$ cat config.mk
export PLATFORM = sky130hd
export DESIGN_NAME = sdcag_core
export DESIGN_NICKNAME = d
export VERILOG_FILES = /design/src/rtl/sdcag_pkg.sv /design/src/rtl/sdcag_bank_if.sv /design/src/rtl/sdcag_core.sv /design/src/rtl/sdcag_bank_state.sv
export VERILOG_INCLUDE_DIRS = /design/src /design/src/rtl
export SDC_FILE = /design/constraint.sdc
export NUM_CORES = 1
export LEC_CHECK = 0
export BUFFER_PORTS_ARGS = -buffer_cell sky130_fd_sc_hd__buf_4
export CORE_AREA = 2 2 80 82
export CTS_CLUSTER_DIAMETER = 200
export DETAILED_ROUTE_END_ITERATION = 8
export DIE_AREA = 0 0 82 84
export PLACE_DENSITY = 0.71
export SETUP_SLACK_MARGIN = 0.2
export SLEW_MARGIN = 5
export SYNTH_ARGS = -nofsm -noshare
export SYNTH_HDL_FRONTEND = slang
export SYNTH_SLANG_ARGS = --single-unit
$ cat constraint.sdc
create_clock -name clock -period 2.2 [get_ports clock]
set_clock_uncertainty 0.15 [all_clocks]
set_input_delay 0 -clock clock [delete_from_list [all_inputs] [get_ports clock]]
set_output_delay 0 -clock clock [all_outputs]
set_load 0.01 [all_outputs]
$ cat src/rtl/sdcag_regs.svh
/*
 * Constants of the SDRAM command, address and clock-gating block.
 * Assumes inclusion by bare name from the package and the design modules.
 */
`ifndef SDCAG_REGS_SVH
`define SDCAG_REGS_SVH

// Geometry
`define SDCAG_BANKS       4
`define SDCAG_BANK_W      2
`define SDCAG_ADDR_W      13
`define SDCAG_COL_W       9
`define SDCAG_AP_BIT      10

// Strobe patterns {row, column, write}, active low
`define SDCAG_PAT_MODE    3'h0
`define SDCAG_PAT_REFRESH 3'h1
`define SDCAG_PAT_PRECH   3'h2
`define SDCAG_PAT_ROWOPEN 3'h3
`define SDCAG_PAT_WRITE   3'h4
`define SDCAG_PAT_READ    3'h5
`define SDCAG_PAT_BSTOP   3'h6
`define SDCAG_PAT_NOP     3'h7

// Reset values and burst column step
`define SDCAG_RST_BANK    2'h0
`define SDCAG_RST_ADDR    13'h0000
`define SDCAG_RST_COL     9'h000
`define SDCAG_COL_STEP    9'h001

`endif

$ cat src/rtl/sdcag_pkg.sv
/*
 * Types shared by the command, address and clock-gating logic.
 * Assumes the constants header is on the include path.
 */
`include "sdcag_regs.svh"

package sdcag_pkg;

    // Decoded command
    typedef enum logic [3:0] {
        CMD_NONE,
        CMD_ROW_OPEN,
        CMD_PRECHARGE,
        CMD_WRITE,
        CMD_READ,
        CMD_MODE_SET,
        CMD_REFRESH,
        CMD_SELF_REFRESH,
        CMD_BURST_STOP,
        CMD_NOP
    } sdcag_cmd_e;

    // Clock-gating mode
    typedef enum logic [1:0] {
        PWR_RUN,
        PWR_SUSPEND,
        PWR_DOWN,
        PWR_SELF_REFRESH
    } sdcag_pwr_e;

    typedef logic [`SDCAG_BANK_W-1:0] sdcag_bank_t;
    typedef logic [`SDCAG_ADDR_W-1:0] sdcag_addr_t;
    typedef logic [`SDCAG_COL_W-1:0]  sdcag_col_t;

endpackage : sdcag_pkg

$ cat src/rtl/sdcag_bank_if.sv
/*
 * Open and close requests to one bank tracker, and its state back.
 * Assumes one instance per bank, driven by the core decoder.
 */
`timescale 1ns/1ps

interface sdcag_bank_if;
    logic openReq;
    logic closeReq;
    logic active;

    modport ctrl (output openReq, output closeReq, input active);
    modport bank (input openReq, input closeReq, output active);
endinterface : sdcag_bank_if

$ cat src/rtl/sdcag_core.sv
/*
 * Command decoder, address steering and clock-enable gating of a
 * four-bank synchronous DRAM.
 * Assumes all pins are driven by an external controller synchronous to clock.
 */
`timescale 1ns/1ps
`include "sdcag_regs.svh"

module sdcag_core #(
    parameter int BANKS = `SDCAG_BANKS
) (
    input  wire logic               clock,
    input  wire logic               rstn,
    input  wire logic               clkEnable,
    input  wire logic               chipSelectN,
    input  wire logic               rowStrobeN,
    input  wire logic               colStrobeN,
    input  wire logic               writeStrobeN,
    input  wire logic               bankSelectHi,
    input  wire logic               bankSelectLo,
    input  wire sdcag_pkg::sdcag_addr_t multiplexedAddrBus,
    output logic                    cmdValid,
    output sdcag_pkg::sdcag_cmd_e   cmdKind,
    output sdcag_pkg::sdcag_bank_t  cmdBank,
    output sdcag_pkg::sdcag_addr_t  rowAddr,
    output sdcag_pkg::sdcag_col_t   colAddr,
    output logic                    autoPrecharge,
    output logic                    prechargeAll,
    output logic                    modeLoad,
    output sdcag_pkg::sdcag_addr_t  modeOpcode,
    output sdcag_pkg::sdcag_col_t   burstCol,
    output sdcag_pkg::sdcag_pwr_e   powerMode,
    output logic                    receiversOn,
    output logic [BANKS-1:0]        bankActive
);
    import sdcag_pkg::*;

    // ****************************************************************
    // Declarations
    // ****************************************************************
    sdcag_pwr_e  pwr_reg,      pwr_next;
    logic        valid_reg,    valid_next;
    sdcag_cmd_e  kind_reg,     kind_next;
    sdcag_bank_t bank_reg,     bank_next;
    sdcag_addr_t row_reg,      row_next;
    sdcag_col_t  col_reg,      col_next;
    logic        ap_reg,       ap_next;
    logic        all_reg,      all_next;
    logic        mload_reg,    mload_next;
    sdcag_addr_t opcode_reg,   opcode_next;
    sdcag_col_t  burst_reg,    burst_next;
    logic        rxOn_reg,     rxOn_next;

    logic [2:0]  strobes;
    sdcag_bank_t selBank;
    logic        running;
    logic        allIdle;
    sdcag_cmd_e  decoded;
    logic [BANKS-1:0] openReq;
    logic [BANKS-1:0] closeReq;
    logic [BANKS-1:0] activeState;

    sdcag_bank_if bankLink [BANKS] ();

    // ****************************************************************
    // Bank trackers
    // ****************************************************************
    for (genvar b = 0; b < BANKS; b++) begin : g_bank
        assign bankLink[b].openReq  = openReq[b];
        assign bankLink[b].closeReq = closeReq[b];
        assign activeState[b]       = bankLink[b].active;
        sdcag_bank_state u_bank (
            .clock (clock),
            .rstn  (rstn),
            .req   (bankLink[b])
        );
    end

    // ****************************************************************
    // Pin sampling and command decode
    // ****************************************************************
    // Strobes and bank selects taken together at the rising edge
    assign strobes = {rowStrobeN, colStrobeN, writeStrobeN};
    assign selBank = {bankSelectHi, bankSelectLo};
    assign running = (pwr_reg == PWR_RUN);
    assign allIdle = (activeState == '0);

    // Decode only with the internal clock running and chip selected
    always_comb begin
        decoded = CMD_NONE;
        if (running && !chipSelectN) begin
            unique case (strobes)
                `SDCAG_PAT_ROWOPEN: decoded = CMD_ROW_OPEN;
                `SDCAG_PAT_PRECH:   decoded = CMD_PRECHARGE;
                `SDCAG_PAT_WRITE:   decoded = CMD_WRITE;
                `SDCAG_PAT_READ:    decoded = CMD_READ;
                `SDCAG_PAT_MODE:    decoded = CMD_MODE_SET;
                `SDCAG_PAT_REFRESH: decoded = clkEnable ? CMD_REFRESH
                                                        : CMD_SELF_REFRESH;
                `SDCAG_PAT_BSTOP:   decoded = CMD_BURST_STOP;
                `SDCAG_PAT_NOP:     decoded = CMD_NOP;
            endcase
        end
    end

    // Bank open and close requests
    always_comb begin
        openReq  = '0;
        closeReq = '0;
        for (int b = 0; b < BANKS; b++) begin
            if (decoded == CMD_ROW_OPEN && selBank == b[`SDCAG_BANK_W-1:0]) begin
                openReq[b] = 1'b1;
            end
            if (decoded == CMD_PRECHARGE &&
                (multiplexedAddrBus[`SDCAG_AP_BIT] ||
                 selBank == b[`SDCAG_BANK_W-1:0])) begin
                closeReq[b] = 1'b1;
            end
        end
    end

    // ****************************************************************
    // Clock-enable gating
    // ****************************************************************
    // Enter a gated mode when clock-enable is low; exit when it is high
    always_comb begin
        pwr_next  = pwr_reg;
        rxOn_next = rxOn_reg;
        unique case (pwr_reg)
            PWR_RUN: begin
                if (!clkEnable) begin
                    if (decoded == CMD_SELF_REFRESH && allIdle) begin
                        pwr_next = PWR_SELF_REFRESH;
                    end else if (allIdle) begin
                        pwr_next = PWR_DOWN;
                    end else begin
                        pwr_next = PWR_SUSPEND;
                    end
                end
            end
            PWR_SUSPEND: begin
                if (clkEnable) begin
                    pwr_next = PWR_RUN;
                end
            end
            PWR_DOWN, PWR_SELF_REFRESH: begin
                // Only clock-enable is sensed here; no setup to the pipeline
                if (clkEnable) begin
                    pwr_next = PWR_RUN;
                end
            end
        endcase
        // Receivers off in either low-power mode
        rxOn_next = (pwr_next != PWR_DOWN) &&
                    (pwr_next != PWR_SELF_REFRESH);
    end

    // ****************************************************************
    // Address steering and burst address
    // ****************************************************************
    always_comb begin
        valid_next  = (decoded != CMD_NONE);
        kind_next   = decoded;
        bank_next   = bank_reg;
        row_next    = row_reg;
        col_next    = col_reg;
        ap_next     = ap_reg;
        all_next    = all_reg;
        mload_next  = 1'b0;
        opcode_next = opcode_reg;
        burst_next  = burst_reg;
        if (running) begin
            burst_next = burst_reg + `SDCAG_COL_STEP;
        end
        unique case (decoded)
            CMD_ROW_OPEN: begin
                bank_next = selBank;
                row_next  = multiplexedAddrBus;
            end
            CMD_WRITE, CMD_READ: begin
                bank_next  = selBank;
                col_next   = multiplexedAddrBus[`SDCAG_COL_W-1:0];
                ap_next    = multiplexedAddrBus[`SDCAG_AP_BIT];
                burst_next = multiplexedAddrBus[`SDCAG_COL_W-1:0];
            end
            CMD_PRECHARGE: begin
                bank_next = selBank;
                all_next  = multiplexedAddrBus[`SDCAG_AP_BIT];
            end
            CMD_MODE_SET: begin
                mload_next  = 1'b1;
                opcode_next = multiplexedAddrBus;
            end
            default: begin
            end
        endcase
    end

    // ****************************************************************
    // Registers
    // ****************************************************************
    always_ff @(posedge clock) begin
        if (!rstn) begin
            pwr_reg    <= PWR_RUN;
            rxOn_reg   <= 1'b1;
            valid_reg  <= 1'b0;
            kind_reg   <= CMD_NONE;
            bank_reg   <= `SDCAG_RST_BANK;
            row_reg    <= `SDCAG_RST_ADDR;
            col_reg    <= `SDCAG_RST_COL;
            ap_reg     <= 1'b0;
            all_reg    <= 1'b0;
            mload_reg  <= 1'b0;
            opcode_reg <= `SDCAG_RST_ADDR;
            burst_reg  <= `SDCAG_RST_COL;
        end else begin
            pwr_reg    <= pwr_next;
            rxOn_reg   <= rxOn_next;
            valid_reg  <= valid_next;
            kind_reg   <= kind_next;
            bank_reg   <= bank_next;
            row_reg    <= row_next;
            col_reg    <= col_next;
            ap_reg     <= ap_next;
            all_reg    <= all_next;
            mload_reg  <= mload_next;
            opcode_reg <= opcode_next;
            burst_reg  <= burst_next;
        end
    end

    // Outputs straight from flops
    assign cmdValid      = valid_reg;
    assign cmdKind       = kind_reg;
    assign cmdBank       = bank_reg;
    assign rowAddr       = row_reg;
    assign colAddr       = col_reg;
    assign autoPrecharge = ap_reg;
    assign prechargeAll  = all_reg;
    assign modeLoad      = mload_reg;
    assign modeOpcode    = opcode_reg;
    assign burstCol      = burst_reg;
    assign powerMode     = pwr_reg;
    assign receiversOn   = rxOn_reg;
    assign bankActive    = activeState;

endmodule : sdcag_core

$ cat src/rtl/sdcag_bank_state.sv
/*
 * Idle or active state of one bank.
 * Assumes requests are one-cycle pulses from the core decoder.
 */
`timescale 1ns/1ps

module sdcag_bank_state (
    input wire logic    clock,
    input wire logic    rstn,
    sdcag_bank_if.bank  req
);
    import sdcag_pkg::*;

    logic active_reg;
    logic active_next;

    // Close wins over open only when both come at once
    always_comb begin
        active_next = active_reg;
        if (req.openReq) begin
            active_next = 1'b1;
        end
        if (req.closeReq) begin
            active_next = 1'b0;
        end
    end

    // State register
    always_ff @(posedge clock) begin
        if (!rstn) begin
            active_reg <= 1'b0;
        end else begin
            active_reg <= active_next;
        end
    end

    assign req.active = active_reg;

endmodule : sdcag_bank_state

==> impl_summary.txt <==
----------------------------------------------------
[Status]
  Run status ... finished, final reports clean

[Finish]
  Final antenna diode count ... 0
  Share of final-layout standard cells stronger than drive strength 1 ... 33.58%
  Area Overhead vs Synth ... 48.86%
  Utilization after layout ... 65.54%
  Fillcell total ... 508
  Final net count ... 432

[Hold path]
  Number of stages on the worst hold path ... 5
  Terminating pin of the worst hold path ... cmdKind[2]$_SDFF_PN0_
  Start point of the worst hold path ... writeStrobeN
  Hold WC Path Type ... in -> reg

[Worst setup path]
  RR Startpoint ... powerMode[0]$_SDFF_PN0_
  Type of the worst setup path ... reg -> reg
  Number of cells on the worst reg-to-reg path ... 7
  Critical path launch point type ... register
  Worst setup slack for register-to-register paths ... 230 ps
  Data required, critical path ... 2260 ps
  Critical register-to-register path endpoint ... modeOpcode[4]$_SDFFE_PN0P_
  Worst setup EP type ... register
  Arrival time worst endpoint ... 2030 ps
  Largest stage delay on the critical path ... 320 ps
  Crit-path max FO ... 7
  Critical Path Slowest Stage Cell ... dfxtp_2
  Worst-path cell chain ... or2_4 > nor3_4 > and2_4 > and3b_2 > clkbuf_16 > mux2i_1 > nor2_1

[Logic synthesis]
  Top post-synthesis cells by count ... dfxtp_1 (61), nor2_1 (38), nand2_1 (34)
  Most repeated cell in the gate-level netlist after synthesis ... dfxtp_1
  FFs w/ async S/R, synth ... 0%
  Netlist area before placement ... 0.002684 mm²
  Number of enable flip-flop cells after synthesis ... 0
  Area leader, netlist ... dfxtp_1
  Synth top area cells ... dfxtp_1 (46%), mux2i_1 (11%), nor2_1 (5.3%)
  Count of different cell masters after synthesis ... 46
  Syn nets ... 325
  Post-synth top area share ... 45.50%
  Post-Synthesis Mean Instance Area ... 8.976 µm²
  Cell count after synthesis ... 299
  Yosys warns ... 0
  Most instantiated flip-flop cell in the synthesis netlist ... dfxtp_1
  Sequential share of the synthesized area ... 45.50%
  Post-synthesis register bit count ... 61

[STA]
  Post-Route Setup TNS ... 0 ps
  Max Clk Rate ... 507.5 MHz
  Time the final worst path needs with I/O delays and setup ... 1970 ps
  Hold_ws ... 124.5 ps
  RSZ-0062 raised after global routing ... yes
  Final setup violation count ... 0
  Number of hold-slack violations in the final timing report ... 0
  Worst-margin pin slew ... 542.8 ps
  Worst relative slew slack ... 63.81%
  Final WS setup ... 229.6 ps
  Max Slew Vio Count ... 0
  Final critical-path share of the clock period ... 89.56%

[Power and ir drop]
  Part of the total power dissipated in sequential elements ... 39.6%
  Power density relative to cell area ... 755.4 mW/mm²
  Internal cell power ... 0.002273 W
  Proportion of power drawn by the clock network ... 44.7%
  Sw frac ... 24.68%
  IR Drop Worst-Case VDD ... 0.0004616 V
  Pleak ... 1.778 nW
  Reported net switching power ... 0.0007448 W
  Combinational group share of total power ... 15.7%

[Global routing]
  Pin count of the biggest net entering global routing ... 52
  Total routing resource utilization after global routing ... 21.01%
  First-pass GRT wire length ... 11.12 mm
  Number of antenna violations at the first check in global routing ... 0
  Via count of the first global-routing pass ... 2,401
  Total congestion overflow after global routing ... 0

[Clock tree]
  Clock tree from TritonCTS ... built
  Clock insertion delay at the later pin of the skew report ... 330 ps
  TritonCTS Buffers ... 9
  Maximum buffer depth of the clock tree ... 2
  CTS clock-pin slew for the worst setup and hold paths ... 80 ps
  Deepest level of the CTS H-tree ... 3
  Total clock sinks ... 61
  CTS Root Buffer Type ... clkbuf_8

[Drt]
  Wire length on met3 ... 505 µm
  Met2 Routed Length ... 3.372 mm
  Highest layer used for signal routing ... met4
  Final routed wire length divided by cell count ... 14.90 µm
  Antenna-violating nets left ... 0
  Vias after detailed routing ... 2,538
  Detailed Route Iter0 Violations ... 105
  Total Routed Length ... 7.272 mm
  Post-detailed-route via-to-cell ratio ... 5.201
  Count of TritonRoute iterations in the first routing pass ... 4
  Routed metal-1 wire length ... 3.215 mm
  Number of design rule violations left after detail routing ... 0

[Placed design]
  Placement Setup Slack ... 36.14 ps
  Routability congestion estimate from global placement ... 0.8351
  Post-detailed-placement half-perimeter wirelength ... 4.673 mm
  Port buffer count ... 82

[Floorplan]
  Die ar. ... 0.006888 mm²
  Count of standard-cell rows ... 29
  Die height ... 84 µm
  Effective utilization at floorplan ... 44.03%
  Width of the die ... 82 µm
  Top Ports ... 83
  Standard cell core area ... 0.006096 mm²

[Run]
  Max-Cap Viols ... 0

----------------------------------------------------
-- timing repair --
action,4_1_cts,5_1_grt
endpoints found under the hold margin,61,0
resized for setup,1,12
cloned,0,3
pin swaps,0,4
endpoints found under the setup margin,14,16
buffers inserted,0,5
hold buffers,18,0
-- worst max-delay path, delay by kind of cell (launching register included) --
kind / cells / cell delay (ps)
simple gates: 5 / 1010
flops: 1 / 320
buf+inv: 1 / 180
mux: 1 / 180
-- power by group through the flow --
stage / clock (W) / combinational, W / sequential (W)
2_1_floorplan: 0 / 0.000215 / 0.00123
3_3_place_gp: 0 / 0.000398 / 0.00121
3_5_place_dp: 0 / 0.000403 / 0.00122
4_1_cts: 0.00137 / 0.000432 / 0.00119
5_1_grt: 0.00141 / 0.000518 / 0.00120
6_report: 0.00135 / 0.000475 / 0.00119
-- layout make-up --
type | count | area [µm²] | area share [%]
clock buffer | 9 | 123.9 | 3.101
clock inverter | 7 | 146.4 | 3.664
inverter | 7 | 26.28 | 0.6577
multi-input combinational | 208 | 1361 | 34.07
sequential | 61 | 1225 | 30.66
tap | 77 | 96.34 | 2.412
timing repair buffer | 119 | 1016 | 25.43
-- placed cells by master (no fill, tap or decap), types with 4 or more instances in the layout --
master         Yosys  layout
buf_4              8      96
dfxtp_1           61      58
nor2_1            38      38
nand2_1           34      34
mux2i_1           29      28
a21oi_1           22      22
dlygate4sd3_1      0      18
o21ai_0            9       9
clkbuf_8           0       9
a31oi_1            8       8
or4_1              7       7
inv_1              6       5
a2bb2oi_1          5       5
nand3_1            4       4
o211ai_1           4       4
or3_1              5       4
bufinv_16          0       4
-- cell families (layout without fill, tap and decap cells) --
| kind of cell | count (synthesis) | after routing | synth area share (%) |
|---|---|---|---|
| flip-flops | 61 | 61 | 45.50 |
| AO/OA/AOI/OAI | 57 | 57 | 13.05 |
| adder cells (fa/ha/maj) | 4 | 4 | 1.865 |
| multiplexers | 30 | 30 | 11.24 |
| AND/OR/NAND/NOR | 113 | 113 | 20.93 |
| XOR/XNOR | 4 | 4 | 1.306 |
| buffers and inverters | 30 | 142 | 6.107 |
-- worst max path at each step --
stage | from | end | slack, ps | depth (start not counted)
2_1_floorplan | powerMode[1]$_SDFF_PN0_ | modeOpcode[10]$_SDFFE_PN0P_ | 220 | 9
3_3_place_gp | rowStrobeN | burstCol[5]$_SDFFE_PN0P_ | 50 | 9
3_5_place_dp | rowStrobeN | burstCol[5]$_SDFFE_PN0P_ | 40 | 10
4_1_cts | powerMode[1]$_SDFF_PN0_ | modeOpcode[11]$_SDFFE_PN0P_ | 260 | 7
5_1_grt | powerMode[0]$_SDFF_PN0_ | modeOpcode[12]$_SDFFE_PN0P_ | 140 | 7
6_report | powerMode[0]$_SDFF_PN0_ | modeOpcode[4]$_SDFFE_PN0P_ | 230 | 7
-- per-layer routing --
layer / up-vias / GRT usage, %
met1: 1194 / 27.50
met2: 81 / 31.63
met4: 0 / 9.545
met5: - / 0
li1: 1248 / -
met3: 15 / 6.061
-- per-stage QoR --
step           std cells  area, µm²  power [W]
3_5_place_dp         446       3385   0.001619
4_1_cts              480       3840   0.002989
6_report             488       3995   0.003018
3_3_place_gp         446       3385   0.001612
2_1_floorplan        299       2720   0.001448
5_1_grt              488       3995   0.003127
Note: power is estimated with default switching activity, not from simulation.
